--- src/rtl/dsr_pkg.sv ---
// Shared types and constants for the dual-clock bidirectional shift register.
// Also holds the small two-entry word buffer that the top level instantiates.
// Assumes one 40 MHz system clock; all pins arrive asynchronously.
//
// Functional notes
// - Mode high: parallel inputs load matching stages
// - Load happens only on clock-2 falling edge
// - Serial input ignored during parallel load
// - Mode low, clock-1 fall: shift right
// - Mode high, clock-2 fall: left shift via load
// - Mode change alone never alters contents
`timescale 1ns/100ps
package dsr_pkg;
	localparam int STAGES = 4;                   // Register length
	localparam int SYNC_DEPTH = 3;               // Pin synchroniser stages
	localparam logic [3:0] STAGE_RESET = 4'h0;   // Contents after reset
	localparam int BUF_DEPTH = 2;                // Output word buffer entries
	// Pin group sampled from the outside world
	typedef struct packed {
		logic mode;          // High: load/left via clock-2; low: right
		logic clk1;          // Right-shift clock
		logic clk2;          // Load / left-shift clock
		logic ser;           // Serial data for right shift
		logic [3:0] par;     // Parallel data, bit 0 feeds the first stage
	} dsr_pins_t;
	localparam dsr_pins_t PINS_RESET = '{default: 1'b0};
endpackage

// Two-entry valid/ready buffer; a stalled reader fills it, then in_ready drops
module dsr_buf #(
	parameter int W = 4,
	parameter int DEPTH = dsr_pkg::BUF_DEPTH
) (
	// Clock and reset
	input wire logic clk,
	input wire logic rst,
	// Filling side
	input wire logic in_valid,
	output logic in_ready,
	input wire logic [W-1:0] in_data,
	// Draining side
	output logic out_valid,
	input wire logic out_ready,
	output logic [W-1:0] out_data
);
	import dsr_pkg::*;
	localparam int AW = (DEPTH > 1) ? $clog2(DEPTH) : 1;
	logic [W-1:0] mem_q [DEPTH]; // Entry storage
	logic [W-1:0] mem_d [DEPTH];
	logic [AW-1:0] rd_q, rd_d, wr_q, wr_d; // Read and write indices
	logic [AW:0] cnt_q, cnt_d; // Occupancy
	logic push, pop;

	// Handshakes are combinational from honest occupancy
	// Compare at the counter's own width so DEPTH is not cut to zero
	assign in_ready = (cnt_q != (AW+1)'(DEPTH));
	assign out_valid = (cnt_q != '0);
	assign out_data = mem_q[rd_q];
	assign push = in_valid & in_ready;
	assign pop = out_valid & out_ready;

	// Next index, occupancy and storage
	always_comb begin
		mem_d = mem_q;
		wr_d = wr_q;
		rd_d = rd_q;
		if (push) begin
			mem_d[wr_q] = in_data;
			wr_d = (wr_q == AW'(DEPTH - 1)) ? '0 : wr_q + 1'b1;
		end
		if (pop) begin
			rd_d = (rd_q == AW'(DEPTH - 1)) ? '0 : rd_q + 1'b1;
		end
		cnt_d = cnt_q + (AW+1)'(push) - (AW+1)'(pop);
	end

	// Register the buffer state
	always_ff @(posedge clk or posedge rst) begin
		if (rst) begin
			mem_q <= '{default: '0};
			rd_q <= '0;
			wr_q <= '0;
			cnt_q <= '0;
		end else begin
			mem_q <= mem_d;
			rd_q <= rd_d;
			wr_q <= wr_d;
			cnt_q <= cnt_d;
		end
	end
endmodule // dsr_buf

--- src/rtl/dsr_top.sv ---
// Four-stage shift register with parallel load, right and left shift.
// Pins are asynchronous to clk and pass a three-flop filter; the two
// register clocks are sampled as levels and their falling edges detected.
// Each new content is also offered as a word on a buffered stream.
`timescale 1ns/100ps
module dsr_top (
	// System clock and reset
	input wire logic clk,
	input wire logic rst,
	// Pin inputs from the surrounding logic
	input wire logic mode_sel,
	input wire logic clk1_in,
	input wire logic clk2_in,
	input wire logic serial_in,
	input wire logic [dsr_pkg::STAGES-1:0] par_in,
	// Stage outputs
	output logic stage_out_first,
	output logic stage_out_second,
	output logic stage_out_third,
	output logic stage_out_fourth,
	// Stream of every new content
	output logic word_valid,
	input wire logic word_ready,
	output logic [dsr_pkg::STAGES-1:0] word_data
);
	import dsr_pkg::*;

	dsr_pins_t pins_raw; // Pins gathered into one group
	dsr_pins_t sync_q [SYNC_DEPTH]; // Synchroniser chain
	dsr_pins_t sync_d [SYNC_DEPTH];
	dsr_pins_t filt_q, filt_d; // Accepted pin levels
	logic [STAGES-1:0] stage_q, stage_d; // Register contents
	logic [STAGES-1:0] pend_word_q, pend_word_d; // Update waiting on buffer
	logic pend_q, pend_d;
	logic fall1, fall2; // Falling edges of accepted clock levels
	logic ev_load, ev_right; // Qualified operations
	logic [STAGES-1:0] base; // Contents a new operation starts from
	logic [STAGES-1:0] new_word; // Result of this cycle's operation
	logic buf_ready; // Buffer can take a word
	logic apply; // Contents change this cycle

	assign pins_raw = '{mode: mode_sel, clk1: clk1_in, clk2: clk2_in,
		ser: serial_in, par: par_in};

	// Three-flop chain; only the second and third stages are compared
	always_comb begin
		sync_d[0] = pins_raw;
		for (int i = 1; i < SYNC_DEPTH; i++) begin
			sync_d[i] = sync_q[i-1];
		end
		// A bit changes only once stages two and three agree
		filt_d = filt_q;
		for (int b = 0; b < $bits(dsr_pins_t); b++) begin
			if (sync_q[1][b] == sync_q[2][b]) begin
				filt_d[b] = sync_q[2][b];
			end
		end
	end

	// Register synchroniser and filter
	always_ff @(posedge clk or posedge rst) begin
		if (rst) begin
			sync_q <= '{default: PINS_RESET};
			filt_q <= PINS_RESET;
		end else begin
			sync_q <= sync_d;
			filt_q <= filt_d;
		end
	end

	// Edges come from the filtered clock levels only, never from mode
	assign fall1 = filt_q.clk1 & ~filt_d.clk1;
	assign fall2 = filt_q.clk2 & ~filt_d.clk2;
	// Each mode listens to one clock; the other one is ignored
	assign ev_load = fall2 & filt_d.mode;
	assign ev_right = fall1 & ~filt_d.mode;

	// An update stalled by the buffer is still the base for the next one
	assign base = pend_q ? pend_word_q : stage_q;

	// Compute the operation result
	always_comb begin
		new_word = base;
		if (ev_load) begin
			// Left shift is this same load with outside feedback wiring
			new_word = filt_d.par;
		end else if (ev_right) begin
			new_word = {base[STAGES-2:0], filt_d.ser};
		end
	end

	// Apply when the buffer can record the word, else hold it pending
	always_comb begin
		pend_d = pend_q;
		pend_word_d = pend_word_q;
		stage_d = stage_q;
		apply = 1'b0;
		if (ev_load | ev_right | pend_q) begin
			if (buf_ready) begin
				stage_d = new_word;
				apply = 1'b1;
				pend_d = 1'b0;
			end else begin
				pend_d = 1'b1;
				pend_word_d = new_word;
			end
		end
		// No selected edge and nothing pending: contents hold
	end

	// Register stage contents and pending update
	always_ff @(posedge clk or posedge rst) begin
		if (rst) begin
			stage_q <= STAGE_RESET;
			pend_q <= 1'b0;
			pend_word_q <= STAGE_RESET;
		end else begin
			stage_q <= stage_d;
			pend_q <= pend_d;
			pend_word_q <= pend_word_d;
		end
	end

	// Stage bit 0 is the first stage, toward which left shifts move
	assign stage_out_first = stage_q[0];
	assign stage_out_second = stage_q[1];
	assign stage_out_third = stage_q[2];
	assign stage_out_fourth = stage_q[3];

	// Word buffer; a stalled reader holds updates back rather than drop
	dsr_buf #(
		.W(STAGES),
		.DEPTH(BUF_DEPTH)
	) u_buf (
		.clk(clk),
		.rst(rst),
		.in_valid(apply),
		.in_ready(buf_ready),
		.in_data(stage_d),
		.out_valid(word_valid),
		.out_ready(word_ready),
		.out_data(word_data)
	);
endmodule // dsr_top

--- config.mk ---
export PLATFORM = sky130hd
export DESIGN_NAME = dsr_top
export DESIGN_NICKNAME = d
export VERILOG_FILES = /design/src/rtl/dsr_pkg.sv /design/src/rtl/dsr_top.sv
export SDC_FILE = /design/constraint.sdc
export NUM_CORES = 1
export LEC_CHECK = 0
export BUFFER_PORTS_ARGS = -buffer_cell sky130_fd_sc_hd__buf_2
export CAP_MARGIN = 15
export CORE_MARGIN = 8
export CORE_UTILIZATION = 57
export CTS_BUF_LIST = sky130_fd_sc_hd__clkbuf_8 sky130_fd_sc_hd__clkbuf_16
export DETAILED_ROUTE_END_ITERATION = 10
export GPL_ROUTABILITY_DRIVEN = 0
export PLACE_DENSITY = 0.77
export SYNTH_ARGS = -nofsm -noshare
export SYNTH_HDL_FRONTEND = slang
export SYNTH_HIERARCHICAL = 1
export SYNTH_SLANG_ARGS = --single-unit
--- constraint.sdc ---
create_clock -name clk -period 2.5 [get_ports clk]
set_input_delay 0.25 -clock clk [delete_from_list [all_inputs] [get_ports clk]]
set_output_delay 0.25 -clock clk [all_outputs]
set_load 0.005 [all_outputs]
==> results of run 1 <==
==> metal layers <==
metal / global-route usage / vias to the layer above / routed length (um)
met5: 0 / - / 0
met4: 0.0519 / 0 / 54
met3: 0.0366 / 6 / 127
met2: 0.170 / 21 / 1440
met1: 0.142 / 565 / 1490
li1: - / 523 / -
==> layout make-up <==
| cell class | count | share of cell area |
|---|---|---|
| clock inverters | 3 | 0.00913 |
| inverters | 5 | 0.00805 |
| well taps | 48 | 0.0258 |
| repair buffers | 23 | 0.0548 |
| clock buffers | 5 | 0.0295 |
| flip-flops and latches | 53 | 0.569 |
| multi-input cells | 72 | 0.304 |
==> power by group through the flow <==
stage | Clock, mW | Sequential, mW | Combinational (mW)
5_1_grt | 0.520 | 1.21 | 0.724
2_1_floorplan | 0 | 1.16 | 0.516
3_5_place_dp | 0 | 1.20 | 0.669
6_report | 0.470 | 1.18 | 0.667
3_3_place_gp | 0 | 1.19 | 0.646
4_1_cts | 0.484 | 1.18 | 0.674
==> registers in the layout, indices dropped and copies added, names as in the netlist <==
register and count:
filt_q 8, sync_d 16, u_buf/cnt_q 2, u_buf/mem_q 8, u_buf/rd_q 1, pend_q 1
u_buf/wr_q 1, stage_q 4, sync_q 8, pend_word_q 4
==> cells in the final DEF, fill, tap and decap left out, types with 2 or more instances in the layout <==
| cell type | synthesis | layout |
|---|---|---|
| clkbuf_8 | 0 | 5 |
| maj3_1 | 7 | 7 |
| buf_4 | 0 | 3 |
| o21ba_2 | 2 | 2 |
| nand2_1 | 4 | 4 |
| nor2_1 | 2 | 2 |
| o31ai_1 | 3 | 3 |
| a311oi_1 | 2 | 2 |
| o21a_1 | 2 | 2 |
| nand3_1 | 3 | 3 |
| nor3_1 | 3 | 3 |
| mux2_2 | 13 | 13 |
| mux2_4 | 8 | 8 |
| inv_1 | 5 | 4 |
| buf_2 | 2 | 19 |
| a21oi_1 | 2 | 2 |
| xnor2_1 | 3 | 3 |
| dfrtp_1 | 53 | 53 |
==> worst max-delay path: cells and delay by family (launching register included) <==
family | cells | cell delay [ps]
mux | 2 | 640
simple gates | 1 | 260
flops | 1 | 400
fa+ha+maj | 1 | 420
buf+inv | 1 | 180
compound gates | 1 | 270
==> repair_timing <==
| action | in CTS | in global routing |
|---|---|---|
| resized for setup | 0 | 1 |
| hold buffers | 1 | 0 |
| endpoints found under the setup margin | 0 | 1 |
| hold endpoints to repair | 12 | 0 |
==> final timing paths <==
| kind | cells past startpoint | endpoint | slack [ps] |
|---|---|---|---|
| max | 6 | u_buf/mem_q[5] | 220 |
| min | 1 | sync_d[8] | 40 |
| max reg2reg | 6 | u_buf/mem_q[5] | 220 |
| min reg2reg | 0 | sync_d[4] | 350 |
| max in group asynchronous | 4 | stage_q[1] | 1560 |
| min in group asynchronous | 3 | u_buf/wr_q | 500 |
==> metrics by stage <==
step | setup slack [ps] | total power [mW] | hold WS [ps] | instance area (sq um) | cells
after detailed placement | 195 | 1.87 | 308 | 2230 | 200
after global placement | 271 | 1.83 | 275 | 2230 | 200
after floorplan | 393 | 1.67 | 115 | 2090 | 135
final | 217 | 2.32 | 43.4 | 2330 | 209
after global routing | 129 | 2.45 | 31.4 | 2330 | 209
after CTS | 180 | 2.34 | 37.6 | 2330 | 209
==> cells by family after synthesis <==
group	synth area share
AO/OA/AOI/OAI	0.0713
XOR/XNOR	0.0126
adder cells (fa/ha/maj)	0.0449
buffers and inverters	0.0263
flip-flops	0.635
multiplexers	0.132
AND/OR/NAND/NOR	0.0778
==> impl_metrics.toml, run 1 <==
[cts]
cts_tree = "built"
clk_pin_slew_ps = 90
post_cts_buffers = 0
clkLatencyLatePin_ps = 300
cts_buffer_depth = 2
cts.sinks = 53
numCtsBuffers = 5
cts_root_buf = "clkbuf_8"
cts_max_level = 2

[synth]
synth_top_area_share = 0.635
synthArstFlopShare = 1.00
ys_top_cells_by_area = "dfrtp_1 (63%), mux2_2 (7.0%), mux2_4 (5.7%)"
dominantRegCellSynth = "dfrtp_1"
synth.top_cells.by_count = "dfrtp_1 (53), mux2_2 (13), mux2_4 (8)"
syn-cell-area_sq_mm = 0.00209
yosys_register_bits = 53
ys_warn_count = 6
yosysTopAreaCell = "dfrtp_1"
avgSynthCellArea_sq_um = 15.5
synthCells = 135
synthDistinctLibCells = 36
syn_nets = 147
post-synth-top-count-cell = "dfrtp_1"
yosysSeqAreaShare = 0.635
synth_edf_count = 0

[critical_path]
setup.worst_path.end_class = "flop"
timing.rr.start = "sync_d[7]"
cp_cell_sequence = "maj3_2, and2_1, o31ai_4, buf_4, mux2_2, mux2_4"
crit_required_ps = 2690
cp-start-kind = "flop"
cp.arrival_ps = 2470
path_class = "flop to flop"
slowest_stage = "maj3_2"
max_stage_delay_ps = 420
startpoint = "sync_d[7]"
cp_max_fo = 15

[routing]
routedWlPerCell_um = 14.9
vias = 1115
drtPass1Iterations = 4
drtIter0Drc = 67
vias_per_cell = 5.33
drt.antenna.violating_nets = 0
routed_wl_mm = 3.11
drc_errors = 0

[layout]
syn2layout_area_growth_pct = 11.6
layout-drive-gt1-share = 0.385
antenna_cells = 0
post-route-util = 0.646
fin_nets = 172
multi_input_area_sq_um = 708
regArea_sq_mm = 0.00133
fillers = 266

[timing]
drv_slew = 0
tns_ps = 0
fmax_mhz = 438
fin_crit_ps = 2280
fin_crit_sh = 0.913
setup_viol = 0
tightest_slew_ps = 477
grt_setup_unrepaired = "false"
clock_skew_ps = 5.78
slew_headroom = 0.678
hold_viol_final = 0

[pwr]
p_sw_frac = 0.297
switchingPower_uw = 689
combPwrFrac = 0.287
power.density_mw_per_mm2 = 996
ir_worst_vdd_uv = 465
clkPwrFrac = 0.202
p_seq_frac = 0.510
intPower_mw = 1.63
power.leakage_nw = 1.06

[min_path]
min_path_type = "input pin to flop"
hp-start = "par_in[0]"

[place]
dp_hpwl_mm = 2.23
port_buffers = 19

[global_routing]
globalRoute.totalOverflow = 0
antenna_found_initial = 0
grt.total_usage = 0.112
grt_pass1_wl_mm = 5.42
grt_pass1_vias = 1140
grt_max_degree = 42

[run_status]
status = "complete, no violations"

[die]
core-area_sq_mm = 0.00361
die_h_um = 76.5
fp.dieW_um = 76.5
core.rowCount = 22
pin_count = 20
start_util = 0.579
die_area_sq_mm = 0.00586

[flow_run]
maxCapViolCount = 0
Power figures use the tool's default switching activity.
==> run 2, diff against run 1 <==
--- a/config.mk
+++ b/config.mk
@@ -13,6 +13,7 @@
 export DETAILED_ROUTE_END_ITERATION = 10
 export GPL_ROUTABILITY_DRIVEN = 0
 export PLACE_DENSITY = 0.77
+export RECOVER_POWER = 100
 export SYNTH_ARGS = -nofsm -noshare
 export SYNTH_HDL_FRONTEND = slang
 export SYNTH_HIERARCHICAL = 1
==> run 2 against run 1 <==
  * First-iteration DRC count shrank 7.5%
  * Critical endpoint unchanged
  * Maximum frequency is 3.3% lower
  * Largest power group unchanged
  * Sequential power is essentially flat
==> impl_metrics.toml, run 2 (synthesis results as in run 1) <==
[timing]
fmax_mhz = 423
slew_headroom = 0.373
grt_setup_unrepaired = "false"
fin_crit_sh = 0.945
tightest_slew_ps = 941
fin_crit_ps = 2360
tns_ps = 0
setup_viol = 0
clock_skew_ps = 5.79
drv_slew = 0
hold_viol_final = 0

[layout]
final_common_cell = "dfrtp_1"
largest_reg_flops = 16
post-route-util = 0.639
fin_nets = 172
fillers = 275
layout-drive-gt1-share = 0.323
antenna_cells = 0
regArea_sq_mm = 0.00133
syn2layout_area_growth_pct = 10.2
layout_common_cells = "dfrtp_1 (53), buf_2 (14), mux2_2 (11), maj3_1 (7), mux2_4 (6)"
multi_input_area_sq_um = 689

[cts]
cts_root_buf = "clkbuf_8"
post_cts_buffers = 0
clk_pin_slew_ps = 90
numCtsBuffers = 5
cts_max_level = 2
cts.sinks = 53
clkLatencyLatePin_ps = 300
cts_buffer_depth = 2
cts_tree = "built"

[die]
pin_count = 20
core-area_sq_mm = 0.00361
die_h_um = 76.5
core.rowCount = 22
start_util = 0.579
die_area_sq_mm = 0.00586
fp.dieW_um = 76.5

[global_routing]
grt_max_degree = 42
grt_pass1_wl_mm = 5.42
globalRoute.totalOverflow = 0
grt_pass1_vias = 1140
antenna_found_initial = 0
grt.total_usage = 0.112

[pwr]
p_sw_frac = 0.298
p_seq_frac = 0.518
ir_worst_vdd_uv = 464
switchingPower_uw = 680
combPwrFrac = 0.275
clkPwrFrac = 0.207
intPower_mw = 1.60
power.leakage_nw = 1.04
power.density_mw_per_mm2 = 991

[critical_path]
setup.worst_path.end_class = "flop"
max_stage_delay_ps = 420
slowest_stage = "maj3_2"
crit_required_ps = 2690
cp-start-kind = "flop"
path_class = "flop to flop"
cp_cell_sequence = "maj3_2, and2_0, o31ai_4, buf_4, mux2_1, mux2_4"
cp_max_fo = 15
reg2regPathDepth = 6
cp.arrival_ps = 2550

[routing]
drtIter0Drc = 62
routedWlPerCell_um = 14.8
drt.antenna.violating_nets = 0
drtPass1Iterations = 4
vias_per_cell = 5.33
vias = 1115
routed_wl_mm = 3.10
drc_errors = 0

[place]
port_buffers = 19
dp_hpwl_mm = 2.23

[min_path]
holdPathStages = 1
min_path_type = "input pin to flop"

[run_status]
status = "complete, no violations"

[flow_run]
maxCapViolCount = 0
-- run 2: repair_timing --
action | CTS | global route
endpoints found under the hold margin | 12 | 0
endpoints found under the setup margin | 0 | 1
hold buffers | 1 | 0
gates resized for setup | 0 | 1
-- run 2: stage by stage --
stage | hold WS [ps] | worst slack (ps) | std cells | total power, mW | area [sq um]
2_1_floorplan | 115 | 393 | 135 | 1.67 | 2090
3_3_place_gp | 275 | 271 | 200 | 1.83 | 2230
3_5_place_dp | 308 | 195 | 200 | 1.87 | 2230
4_1_cts | 37.6 | 180 | 209 | 2.34 | 2330
5_1_grt | 31.4 | 64.9 | 209 | 2.42 | 2300
6_report | 43.2 | 138 | 209 | 2.28 | 2300
-- run 2: power by group through the flow --
stage,registers [mW],logic (mW),clock network (mW)
2_1_floorplan,1.16,0.516,0
3_3_place_gp,1.19,0.646,0
3_5_place_dp,1.20,0.669,0
4_1_cts,1.18,0.674,0.484
5_1_grt,1.21,0.686,0.520
6_report,1.18,0.628,0.472
-- run 2: critical path: cells and delay by family (launching register included) --
family | cells | cell delay [ps]
muxes | 2 | 640
adders and majority gates | 1 | 420
DFF | 1 | 400
and+or+nand+nor | 1 | 310
AOI/OAI and AO/OA | 1 | 300
buffers and inverters | 1 | 170
-- run 2: worst paths after layout --
path                       slack, ps        from             end
setup / recovery                 140   sync_d[7]  u_buf/mem_q[5]
hold reg to reg                  350  sync_d[12]       sync_d[4]
setup reg to reg                 140   sync_d[7]  u_buf/mem_q[5]
max in group asynchronous       1150         rst      stage_q[1]
hold / removal                    40   par_in[0]       sync_d[8]
min in group asynchronous        490         rst      u_buf/wr_q
-- run 2: metal layers --
| layer | routed length [um] | GRT usage |
|---|---|---|
| met5 | 0 | 0 |
| met4 | 54 | 0.0519 |
| met3 | 114 | 0.0366 |
| met2 | 1450 | 0.170 |
| met1 | 1480 | 0.142 |
-- run 2: layout make-up --
class / count / area share
Timing Repair Buffer: 23 / 0.0516
Tap cell: 48 / 0.0261
Sequential cell: 53 / 0.576
Clock inverter: 3 / 0.00923
Clock buffer: 5 / 0.0299
Inverter: 5 / 0.00815
Multi-Input combinational cell: 72 / 0.299
